$ cat src/rtl/slpc_consts.svh
// Offsets, field positions, reset values and timing for the strap,
// indicator and power control block.
// Assumes a 40 MHz reference clock and a 5-bit management address.
`ifndef SLPC_CONSTS_SVH
`define SLPC_CONSTS_SVH

`define SLPC_CLK_HZ          40000000
`define SLPC_QUIET_S         32
`define SLPC_QUIET_CYCLES    (`SLPC_QUIET_S * `SLPC_CLK_HZ)
`define SLPC_SETTLE_LAST     3'h4

`define SLPC_ADR_BCTL        5'h00
`define SLPC_ADR_BSTAT       5'h01
`define SLPC_ADR_ID_HI       5'h02
`define SLPC_ADR_ID_LO       5'h03
`define SLPC_ADR_ANADV       5'h04
`define SLPC_ADR_ANLPA       5'h05
`define SLPC_ADR_ANEXP       5'h06
`define SLPC_ADR_NPTX        5'h07
`define SLPC_ADR_NPLP        5'h08
`define SLPC_ADR_RSV_LO      5'h09
`define SLPC_ADR_RSV_HI      5'h0f
`define SLPC_ADR_IND         5'h14
`define SLPC_ADR_PDC         5'h18

`define SLPC_RST_BCTL        16'h3100
`define SLPC_RST_BSTAT       16'h7809
`define SLPC_RST_ANADV       16'h01e1
`define SLPC_RST_ZERO        16'h0000
`define SLPC_RST_IND         16'h0010
`define SLPC_RST_PDC         16'h01f0

`define SLPC_BCTL_RESET      15
`define SLPC_BCTL_SPEED      13
`define SLPC_BCTL_ISOLATE    10
`define SLPC_BCTL_DUPLEX     8
`define SLPC_BSTAT_LINK      2
`define SLPC_PDC_SEL_HI      8
`define SLPC_PDC_SEL_LO      4
`define SLPC_IND_A_HI        2
`define SLPC_IND_A_LO        0
`define SLPC_IND_B_HI        6
`define SLPC_IND_B_LO        4
`define SLPC_SEL_W           5

`endif

$ cat src/rtl/slpc_pkg.sv
// Types shared by the strap, indicator and power control block.
// Enum encodings are literals here; slpc_consts.svh supplies none of them.
package slpc_pkg;
    typedef enum logic [2:0] {
        SLPC_IND_LINK = 3'b000,
        SLPC_IND_ACT  = 3'b001,
        SLPC_IND_TX   = 3'b010,
        SLPC_IND_RX   = 3'b011,
        SLPC_IND_COL  = 3'b100,
        SLPC_IND_MODE = 3'b101,
        SLPC_IND_DPLX = 3'b110,
        SLPC_IND_OFF  = 3'b111
    } slpc_ind_sel_t;

    typedef enum logic [1:0] {
        SLPC_ST_STRAP = 2'b00,
        SLPC_ST_AWAKE = 2'b01,
        SLPC_ST_DEEP  = 2'b10
    } slpc_state_t;
endpackage

$ cat src/rtl/slpc_strap_led_power_control.sv
// Strap capture, indicator drive, deep sleep control and management
// register decode of an Ethernet PHY.
// Assumes a management frame engine outside presents decoded accesses
// (address, write strobe, data) on REF_CLK, and that link status comes
// from the receive path; pin levels arrive asynchronously.
//
// Functional notes
// - Sleep after 32 s quiet with no transmit
// - Sleep gates only sections chosen in power_down_config
// - indicator_config chooses what the indicators show
// - Indicators show link, activity, tx, rx, col, speed, duplex
// - Strap pins sampled at reset exit, then drive
// - Software reset keeps straps, pins stay outputs
// - Asserted indicator level is inverse of strap
// - PHY address taken from captured strap levels
// - Address zero floats all MII outputs
// - Management map: basic, extended, reserved, vendor
`timescale 1ns/10ps
`include "slpc_consts.svh"

module slpc_strap_led_power_control #(
    parameter int unsigned QUIET_CYCLES = `SLPC_QUIET_CYCLES
) (
    input  wire logic                         REF_CLK,
    input  wire logic                         RESET,
    input  wire logic                         TX_ENABLE,
    input  wire logic                         LINE_SIGNAL,
    input  wire logic                         LINK_UP,
    input  wire logic                         RX_ACTIVE,
    input  wire logic                         COLLISION,
    input  wire logic                         STRAP_INDICATOR_PIN_A_IN,
    output logic                              STRAP_INDICATOR_PIN_A_OUT,
    output logic                              STRAP_INDICATOR_PIN_A_OE,
    input  wire logic                         STRAP_INDICATOR_PIN_B_IN,
    output logic                              STRAP_INDICATOR_PIN_B_OUT,
    output logic                              STRAP_INDICATOR_PIN_B_OE,
    input  wire logic [4:0]                   MGMT_ADDR,
    input  wire logic                         MGMT_WRITE,
    input  wire logic [15:0]                  MGMT_WDATA,
    output logic      [15:0]                  MGMT_RDATA,
    output logic      [1:0]                   PHY_ADDRESS,
    output logic                              MII_OUTPUT_ENABLE,
    output logic                              DEEP_SLEEP_MODE,
    output logic      [`SLPC_SEL_W-1:0]       SECTION_SHUTDOWN,
    output logic                              SOFT_RESET
);
    import slpc_pkg::*;

    // Refuse a quiet time the counter compare cannot serve
    if (QUIET_CYCLES < 2) begin : g_bad_quiet
        $error("QUIET_CYCLES must be at least 2");
    end

    // ************************************************************
    // Input synchronisers
    // ************************************************************
    // Three stages; a level counts when stages two and three agree.
    logic [4:0] sync1_reg;
    logic [4:0] sync2_reg;
    logic [4:0] sync3_reg;
    logic [4:0] clean_reg;
    logic [4:0] raw_in;

    assign raw_in = {COLLISION, RX_ACTIVE, LINE_SIGNAL,
                     STRAP_INDICATOR_PIN_B_IN, STRAP_INDICATOR_PIN_A_IN};

    always_ff @(posedge REF_CLK) begin
        sync1_reg <= raw_in;
        sync2_reg <= sync1_reg;
        sync3_reg <= sync2_reg;
    end

    always_ff @(posedge REF_CLK) begin
        if (RESET) begin
            clean_reg <= 5'h00;
        end else begin
            for (int i = 0; i < 5; i++) begin
                if (sync2_reg[i] == sync3_reg[i])
                    clean_reg[i] <= sync3_reg[i];
            end
        end
    end

    logic pin_a_lvl;
    logic pin_b_lvl;
    logic line_lvl;
    logic rx_lvl;
    logic col_lvl;
    assign {col_lvl, rx_lvl, line_lvl, pin_b_lvl, pin_a_lvl} = clean_reg;

    // ************************************************************
    // Strap capture
    // ************************************************************
    // Pins are inputs while RESET is high, then one settle pass lets
    // the filtered level reflect the pin before it is latched.
    slpc_state_t state_reg;
    logic        strap_done_reg;
    logic [2:0]  settle_reg;
    logic [1:0]  strap_reg;

    always_ff @(posedge REF_CLK) begin
        if (RESET) begin
            strap_done_reg <= 1'b0;
            settle_reg     <= 3'h0;
        end else if (!strap_done_reg) begin
            settle_reg <= settle_reg + 3'h1;
            if (settle_reg == `SLPC_SETTLE_LAST)
                strap_done_reg <= 1'b1;
        end
    end

    // Held through software reset, which never touches this process.
    always_ff @(posedge REF_CLK) begin
        if (RESET) begin
            strap_reg <= 2'h0;
        end else if (!strap_done_reg
                     && settle_reg == `SLPC_SETTLE_LAST) begin
            strap_reg <= {pin_b_lvl, pin_a_lvl};
        end
    end

    always_ff @(posedge REF_CLK) begin
        if (RESET) begin
            PHY_ADDRESS       <= 2'h0;
            MII_OUTPUT_ENABLE <= 1'b0;
        end else begin
            PHY_ADDRESS       <= strap_reg;
            MII_OUTPUT_ENABLE <= strap_done_reg
                                 && (strap_reg != 2'h0);
        end
    end

    // ************************************************************
    // Management registers
    // ************************************************************
    logic [15:0] bctl_reg;
    logic [15:0] anadv_reg;
    logic [15:0] nptx_reg;
    logic [15:0] ind_reg;
    logic [15:0] pdc_reg;
    logic        soft_rst;

    assign soft_rst = bctl_reg[`SLPC_BCTL_RESET];

    // Software reset returns registers to defaults but not the strap.
    always_ff @(posedge REF_CLK) begin
        if (RESET || soft_rst) begin
            bctl_reg  <= `SLPC_RST_BCTL;
            anadv_reg <= `SLPC_RST_ANADV;
            nptx_reg  <= `SLPC_RST_ZERO;
            ind_reg   <= `SLPC_RST_IND;
            pdc_reg   <= `SLPC_RST_PDC;
        end else if (MGMT_WRITE) begin
            unique case (MGMT_ADDR)
                `SLPC_ADR_BCTL:  bctl_reg  <= MGMT_WDATA;
                `SLPC_ADR_ANADV: anadv_reg <= MGMT_WDATA;
                `SLPC_ADR_NPTX:  nptx_reg  <= MGMT_WDATA;
                `SLPC_ADR_IND:   ind_reg   <= MGMT_WDATA;
                `SLPC_ADR_PDC:   pdc_reg   <= MGMT_WDATA;
                default: ;
            endcase
        end
    end

    logic [15:0] bstat;
    always_comb begin
        bstat = `SLPC_RST_BSTAT;
        bstat[`SLPC_BSTAT_LINK] = LINK_UP;
    end

    // Reserved and unbuilt vendor addresses read as zero.
    always_ff @(posedge REF_CLK) begin
        if (RESET) begin
            MGMT_RDATA <= `SLPC_RST_ZERO;
        end else begin
            unique case (MGMT_ADDR)
                `SLPC_ADR_BCTL:  MGMT_RDATA <= bctl_reg;
                `SLPC_ADR_BSTAT: MGMT_RDATA <= bstat;
                `SLPC_ADR_ANADV: MGMT_RDATA <= anadv_reg;
                `SLPC_ADR_NPTX:  MGMT_RDATA <= nptx_reg;
                `SLPC_ADR_IND:   MGMT_RDATA <= ind_reg;
                `SLPC_ADR_PDC:   MGMT_RDATA <= pdc_reg;
                default:         MGMT_RDATA <= `SLPC_RST_ZERO;
            endcase
        end
    end

    always_ff @(posedge REF_CLK) begin
        if (RESET)
            SOFT_RESET <= 1'b0;
        else
            SOFT_RESET <= soft_rst;
    end

    // ************************************************************
    // Deep sleep control
    // ************************************************************
    // The quiet counter restarts on line signal or transmit; busy clears the sleep outputs on the next clock.
    logic [35:0] quiet_reg;
    logic        busy;

    assign busy = line_lvl || TX_ENABLE;

    always_ff @(posedge REF_CLK) begin
        if (RESET || busy) begin
            quiet_reg <= 36'h0;
        end else if (quiet_reg != 36'(QUIET_CYCLES)) begin
            quiet_reg <= quiet_reg + 36'h1;
        end
    end

    always_ff @(posedge REF_CLK) begin
        if (RESET) begin
            state_reg <= SLPC_ST_STRAP;
        end else begin
            unique case (state_reg)
                SLPC_ST_STRAP:
                    if (strap_done_reg)
                        state_reg <= SLPC_ST_AWAKE;
                SLPC_ST_AWAKE:
                    // A quiet spell begun during strap capture still counts
                    if (!busy && quiet_reg >= 36'(QUIET_CYCLES - 1))
                        state_reg <= SLPC_ST_DEEP;
                SLPC_ST_DEEP:
                    if (busy)
                        state_reg <= SLPC_ST_AWAKE;
                default: state_reg <= SLPC_ST_STRAP;
            endcase
        end
    end

    logic deep;
    assign deep = (state_reg == SLPC_ST_DEEP);

    always_ff @(posedge REF_CLK) begin
        if (RESET) begin
            DEEP_SLEEP_MODE  <= 1'b0;
            SECTION_SHUTDOWN <= '0;
        end else begin
            DEEP_SLEEP_MODE  <= deep && !busy;
            SECTION_SHUTDOWN <= (deep && !busy)
                ? pdc_reg[`SLPC_PDC_SEL_HI:`SLPC_PDC_SEL_LO]
                : '0;
        end
    end

    // ************************************************************
    // Indicator drive
    // ************************************************************
    function automatic logic ind_event(input logic [2:0] sel);
        unique case (slpc_ind_sel_t'(sel))
            SLPC_IND_LINK: ind_event = LINK_UP;
            SLPC_IND_ACT:  ind_event = TX_ENABLE || rx_lvl;
            SLPC_IND_TX:   ind_event = TX_ENABLE;
            SLPC_IND_RX:   ind_event = rx_lvl;
            SLPC_IND_COL:  ind_event = col_lvl;
            SLPC_IND_MODE: ind_event = bctl_reg[`SLPC_BCTL_SPEED];
            SLPC_IND_DPLX: ind_event = bctl_reg[`SLPC_BCTL_DUPLEX];
            SLPC_IND_OFF:  ind_event = 1'b0;
        endcase
    endfunction

    // Pins stay outputs through software reset once the strap is taken.
    always_ff @(posedge REF_CLK) begin
        if (RESET) begin
            STRAP_INDICATOR_PIN_A_OE  <= 1'b0;
            STRAP_INDICATOR_PIN_B_OE  <= 1'b0;
            STRAP_INDICATOR_PIN_A_OUT <= 1'b0;
            STRAP_INDICATOR_PIN_B_OUT <= 1'b0;
        end else begin
            STRAP_INDICATOR_PIN_A_OE  <= strap_done_reg;
            STRAP_INDICATOR_PIN_B_OE  <= strap_done_reg;
            STRAP_INDICATOR_PIN_A_OUT <= strap_reg[0] ^ ind_event(
                ind_reg[`SLPC_IND_A_HI:`SLPC_IND_A_LO]);
            STRAP_INDICATOR_PIN_B_OUT <= strap_reg[1] ^ ind_event(
                ind_reg[`SLPC_IND_B_HI:`SLPC_IND_B_LO]);
        end
    end

endmodule // slpc_strap_led_power_control

$ cat config.mk
export PLATFORM = sky130hd
export DESIGN_NAME = slpc_strap_led_power_control
export DESIGN_NICKNAME = d
export VERILOG_FILES = /design/src/rtl/slpc_pkg.sv /design/src/rtl/slpc_strap_led_power_control.sv
export VERILOG_INCLUDE_DIRS = /design/src /design/src/rtl
export SDC_FILE = /design/constraint.sdc
export NUM_CORES = 1
export LEC_CHECK = 0
export BUFFER_PORTS_ARGS = -buffer_cell sky130_fd_sc_hd__buf_2
export CORE_MARGIN = 1.5
export CORE_UTILIZATION = 35
export CTS_BUF_LIST = sky130_fd_sc_hd__clkbuf_8
export DETAILED_ROUTE_END_ITERATION = 6
export GPL_TIMING_DRIVEN = 0
export PLACE_DENSITY = 0.52
export SLEW_MARGIN = 5
export SYNTH_ARGS = -nofsm -noshare
export SYNTH_HDL_FRONTEND = slang
export SYNTH_SLANG_ARGS = --single-unit
$ cat constraint.sdc
create_clock -name REF_CLK -period 4.93 [get_ports REF_CLK]
set_clock_uncertainty 0.15 [all_clocks]
set_input_delay 0.2465 -clock REF_CLK [delete_from_list [all_inputs] [get_ports REF_CLK]]
set_output_delay 0.2465 -clock REF_CLK [all_outputs]
set_load 0.03 [all_outputs]
==> impl_metrics.prom <==
# TYPE chip_impl_metric gauge
chip_impl_info{name="run_status",value="finished clean"} 1
chip_impl_metric{name="largest_register_ffs",unit=""} 36
chip_impl_metric{name="worstPathArrival",unit="ns"} 2.79
chip_impl_metric{name="worst-endpoint-required",unit="ns"} 5.14
chip_impl_metric{name="clock-sinks",unit=""} 173
chip_impl_metric{name="timing.final.max_slew_violations",unit=""} 0
chip_impl_metric{name="placement_stage_cell_area",unit="sq um"} 7580
chip_impl_metric{name="gr-usage-all-layers",unit=""} 0.210
chip_impl_metric{name="post_synth_arst_share",unit=""} 0
chip_impl_info{name="criticalPathCategory",value="flip-flop to flip-flop"} 1
chip_impl_metric{name="worstMarginPinSlew",unit="ns"} 0.875
chip_impl_metric{name="first_global_vias",unit=""} 5771
chip_impl_metric{name="floorplan.core_area",unit="sq um"} 19500
chip_impl_metric{name="p_per_area",unit="nW/um^2"} 318
chip_impl_metric{name="synth_seq_area_share",unit=""} 0.498
chip_impl_metric{name="vias",unit=""} 6320
chip_impl_metric{name="post_cts_hold_buffer_count",unit=""} 22
chip_impl_metric{name="synth_cell_type_count",unit=""} 51
chip_impl_metric{name="clock_tree.htree_level_count",unit=""} 4
chip_impl_metric{name="post_cts_resize_count",unit=""} 0
chip_impl_info{name="setup.worst_path.end_class",value="flip-flop"} 1
chip_impl_metric{name="place_congestion",unit=""} 0.785
chip_impl_metric{name="cts_setup_buffers",unit=""} 0
chip_impl_metric{name="drive_gt1_frac",unit=""} 0.110
chip_impl_metric{name="placement_rows",unit=""} 51
chip_impl_metric{name="postLayoutCellArea",unit="sq um"} 8190
chip_impl_metric{name="clock.fmax",unit="MHz"} 386
chip_impl_metric{name="drt_pre_antenna_iters",unit=""} 7
chip_impl_metric{name="headroom_to_the_max_slew_limit",unit=""} 0.417
chip_impl_metric{name="io-pin-count",unit=""} 61
chip_impl_metric{name="period_needed",unit="ns"} 2.59
chip_impl_info{name="cts-root-buf",value="clkbuf_8"} 1
chip_impl_info{name="hold_removal_path_class",value="primary input to flip-flop"} 1
chip_impl_info{name="rsz0062_at_grt",value="no"} 1
chip_impl_metric{name="vias_per_cell",unit=""} 5.26
chip_impl_metric{name="report.power.total",unit="uW"} 2600
chip_impl_metric{name="clock_transition_time_at_the_flip_flop_clock_pins_of_the_worst_setup_and_hold_paths",unit="ns"} 0.09
chip_impl_metric{name="finalCritPeriodShare",unit=""} 0.525
chip_impl_metric{name="reported_leakage_power",unit="uW"} 0.00279
chip_impl_metric{name="irDropWorstVdd",unit="mV"} 0.146
chip_impl_metric{name="chipHeight",unit="um"} 144
chip_impl_metric{name="antenna_found_initial",unit=""} 0
chip_impl_metric{name="syn-instance-count",unit=""} 823
chip_impl_metric{name="detailedPlacementHpwl",unit="mm"} 14.1
chip_impl_metric{name="ant_nets",unit=""} 0
chip_impl_metric{name="setup_viol",unit=""} 0
chip_impl_metric{name="design.die.area",unit="sq um"} 20700
chip_impl_metric{name="flow.area_growth_from_synthesis",unit="%"} 17.7
chip_impl_metric{name="grt_pass1_wl",unit="mm"} 32.8
chip_impl_metric{name="crit_fanout",unit=""} 6
chip_impl_metric{name="clock_insertion_delay_worst_skew",unit="ns"} 0.45
chip_impl_metric{name="final_net_count",unit=""} 958
chip_impl_metric{name="flip_flop_and_latch_count_after_synthesis",unit=""} 173
chip_impl_metric{name="tritoncts.num_buffers",unit=""} 17
chip_impl_metric{name="x_dimension_of_the_die",unit="um"} 144
chip_impl_metric{name="grt_overflow_total",unit=""} 0
chip_impl_metric{name="drt_iter0_markers",unit=""} 557
chip_impl_metric{name="fillerInstances",unit=""} 1984
chip_impl_metric{name="drv_cap",unit=""} 0
chip_impl_info{name="cp-start-kind",value="flip-flop"} 1
chip_impl_metric{name="post-route-drc-count",unit=""} 0
chip_impl_metric{name="post_synthesis_net_count",unit=""} 858
chip_impl_metric{name="placement.io_buffers",unit=""} 59
chip_impl_metric{name="clock_tree.buffer_depth",unit=""} 2
chip_impl_metric{name="synth.yosys.warnings",unit=""} 0
chip_impl_metric{name="edff_count_synth",unit=""} 0
chip_impl_metric{name="timing.final.hold_violations",unit=""} 0
chip_impl_info{name="primary_flip_flop_cell_chosen_by_synthesis_mapping",value="dfxtp_1"} 1
chip_impl_metric{name="n_antenna_cell",unit=""} 0
chip_impl_metric{name="starting_utilization_of_the_core_area",unit=""} 0.357
chip_impl_info{name="clock_tree_from_tritoncts",value="done"} 1
chip_impl_metric{name="grt_start_max_net_pins",unit=""} 17
chip_impl_metric{name="wl_per_cell",unit="um"} 17.3
chip_impl_metric{name="syn-mean-instance-area",unit="sq um"} 8.45
chip_impl_metric{name="tns",unit="ns"} 0
chip_impl_metric{name="synthesis.area",unit="sq um"} 6950
chip_impl_metric{name="drt-total-wl",unit="mm"} 20.8
[synthesized netlist by cell type (all sizes together) (2+ instances only)]
library cell / n / area share
xnor2: 8 / 0.010
o31ai: 12 / 0.013
mux2: 2 / 0.0032
nor3b: 5 / 0.0054
nor4bb: 2 / 0.0029
nor4: 10 / 0.0090
nand2: 146 / 0.079
nand3: 87 / 0.063
a22oi: 33 / 0.036
inv: 9 / 0.0049
or4: 15 / 0.016
nand2b: 3 / 0.0027
nand3b: 2 / 0.0022
a31oi: 18 / 0.016
buf: 6 / 0.0050
o21bai: 2 / 0.0022
or3: 5 / 0.0045
o21ai: 16 / 0.012
and4: 3 / 0.0038
dfxtp: 173 / 0.50
and2: 10 / 0.0090
mux2i: 9 / 0.013
o221ai: 3 / 0.0038
o21a: 2 / 0.0022
nor2: 33 / 0.018
mux4: 2 / 0.0065
nand4: 13 / 0.013
and3: 9 / 0.0081
xor2: 7 / 0.0088
nor3: 7 / 0.0050
nor2b: 7 / 0.0063
clkbuf: 56 / 0.031
a211oi: 3 / 0.0032
a21oi: 92 / 0.066
ha: 4 / 0.0072
[report_power, final]
| group | leakage, uW | internal [uW] | switching (uW) | total [uW] |
|---|---|---|---|---|
| combinational | 0.00120 | 70.3 | 113 | 184 |
| clock | 0.000190 | 423 | 549 | 972 |
| sequential | 0.00140 | 1420 | 21.5 | 1450 |
| total | 0.00279 | 1920 | 684 | 2600 |
[critical path, cell delays in order, from the launching register on]
cell	delay [ns]
dfxtp_1	0.43
ha_1	0.24
nand3_1	0.21
nor4_1	0.50
or4b_2	0.69
a211oi_1	0.28
[worst paths after layout]
check,startpoint,end,slack [ns],cells after the start
hold / removal,TX_ENABLE,quiet_reg[22]$_SDFFE_PP0P_,0.06,4
setup reg to reg,quiet_reg[1]$_SDFFE_PP0P_,state_reg[1]$_SDFFE_PP0P_,2.34,5
setup / recovery,quiet_reg[1]$_SDFFE_PP0P_,state_reg[1]$_SDFFE_PP0P_,2.34,5
hold reg to reg,sync1_reg[0]$_DFF_P_,sync2_reg[0]$_DFF_P_,0.17,0
[cells by family (layout without fill, tap and decap cells)]
kind of cell,count (synthesis),in the layout,share of synthesized area
buffers and inverters,71,184,0.0407
adder cells (fa/ha/maj),4,4,0.00720
AND/OR/NAND/NOR,361,361,0.252
AO/OA/AOI/OAI,186,186,0.160
multiplexers,13,13,0.0227
XOR/XNOR,15,15,0.0189
flip-flops,173,173,0.498
[area by class of cell]
class | count | area, sq um | share of cell area
well taps | 265 | 332 | 0.0405
multi-input cells | 579 | 3210 | 0.392
flip-flops and latches | 173 | 3460 | 0.423
clock buffers | 18 | 248 | 0.0303
clock inverters | 14 | 139 | 0.0170
repair buffers | 81 | 515 | 0.0630
inverters | 9 | 33.8 | 0.00413
plain buffers | 62 | 249 | 0.0304
[layout by cell type (no fill, tap or decap), types with 4 or more instances in the layout]
master	Yosys	final
dfxtp_1	173	173
nand2_1	146	146
a21oi_1	92	92
nand3_1	86	86
buf_2	1	60
clkbuf_1	53	53
nor2_1	33	33
a22oi_1	33	33
dlygate4sd3_1	0	22
a31oi_1	18	18
clkbuf_8	0	18
o21ai_0	16	16
or4_1	15	15
nand4_1	12	12
o31ai_1	12	12
inv_1	9	11
nor4_1	10	10
and3_1	9	9
mux2i_1	9	9
xnor2_1	8	8
xor2_1	7	7
nor3_1	7	7
and2_1	7	7
nor2b_1	7	7
or3_1	5	5
nor3b_1	5	5
ha_1	4	4
clkinvlp_4	0	4
[through the flow]
step / std cells / hold WS (ns) / worst slack [ns] / utilization
2_1_floorplan: 823 / 0.124 / 2.81 / -
3_3_place_gp: 1147 / 0.163 / 2.12 / 0.389
3_5_place_dp: 1147 / 0.169 / 2.12 / 0.389
4_1_cts: 1201 / 0.0432 / 2.42 / 0.421
5_1_grt: 1201 / 0.0966 / 2.26 / 0.421
6_report: 1201 / 0.0614 / 2.34 / 0.421
[layer usage]
metal	GRT usage	routed length (um)	vias up
li1	-	-	3120
met1	0.296	9750	2986
met3	0.0427	1330	18
met4	0.0494	240	0
met2	0.327	9500	196
met5	0	0	-
Power figures use the tool's default switching activity.
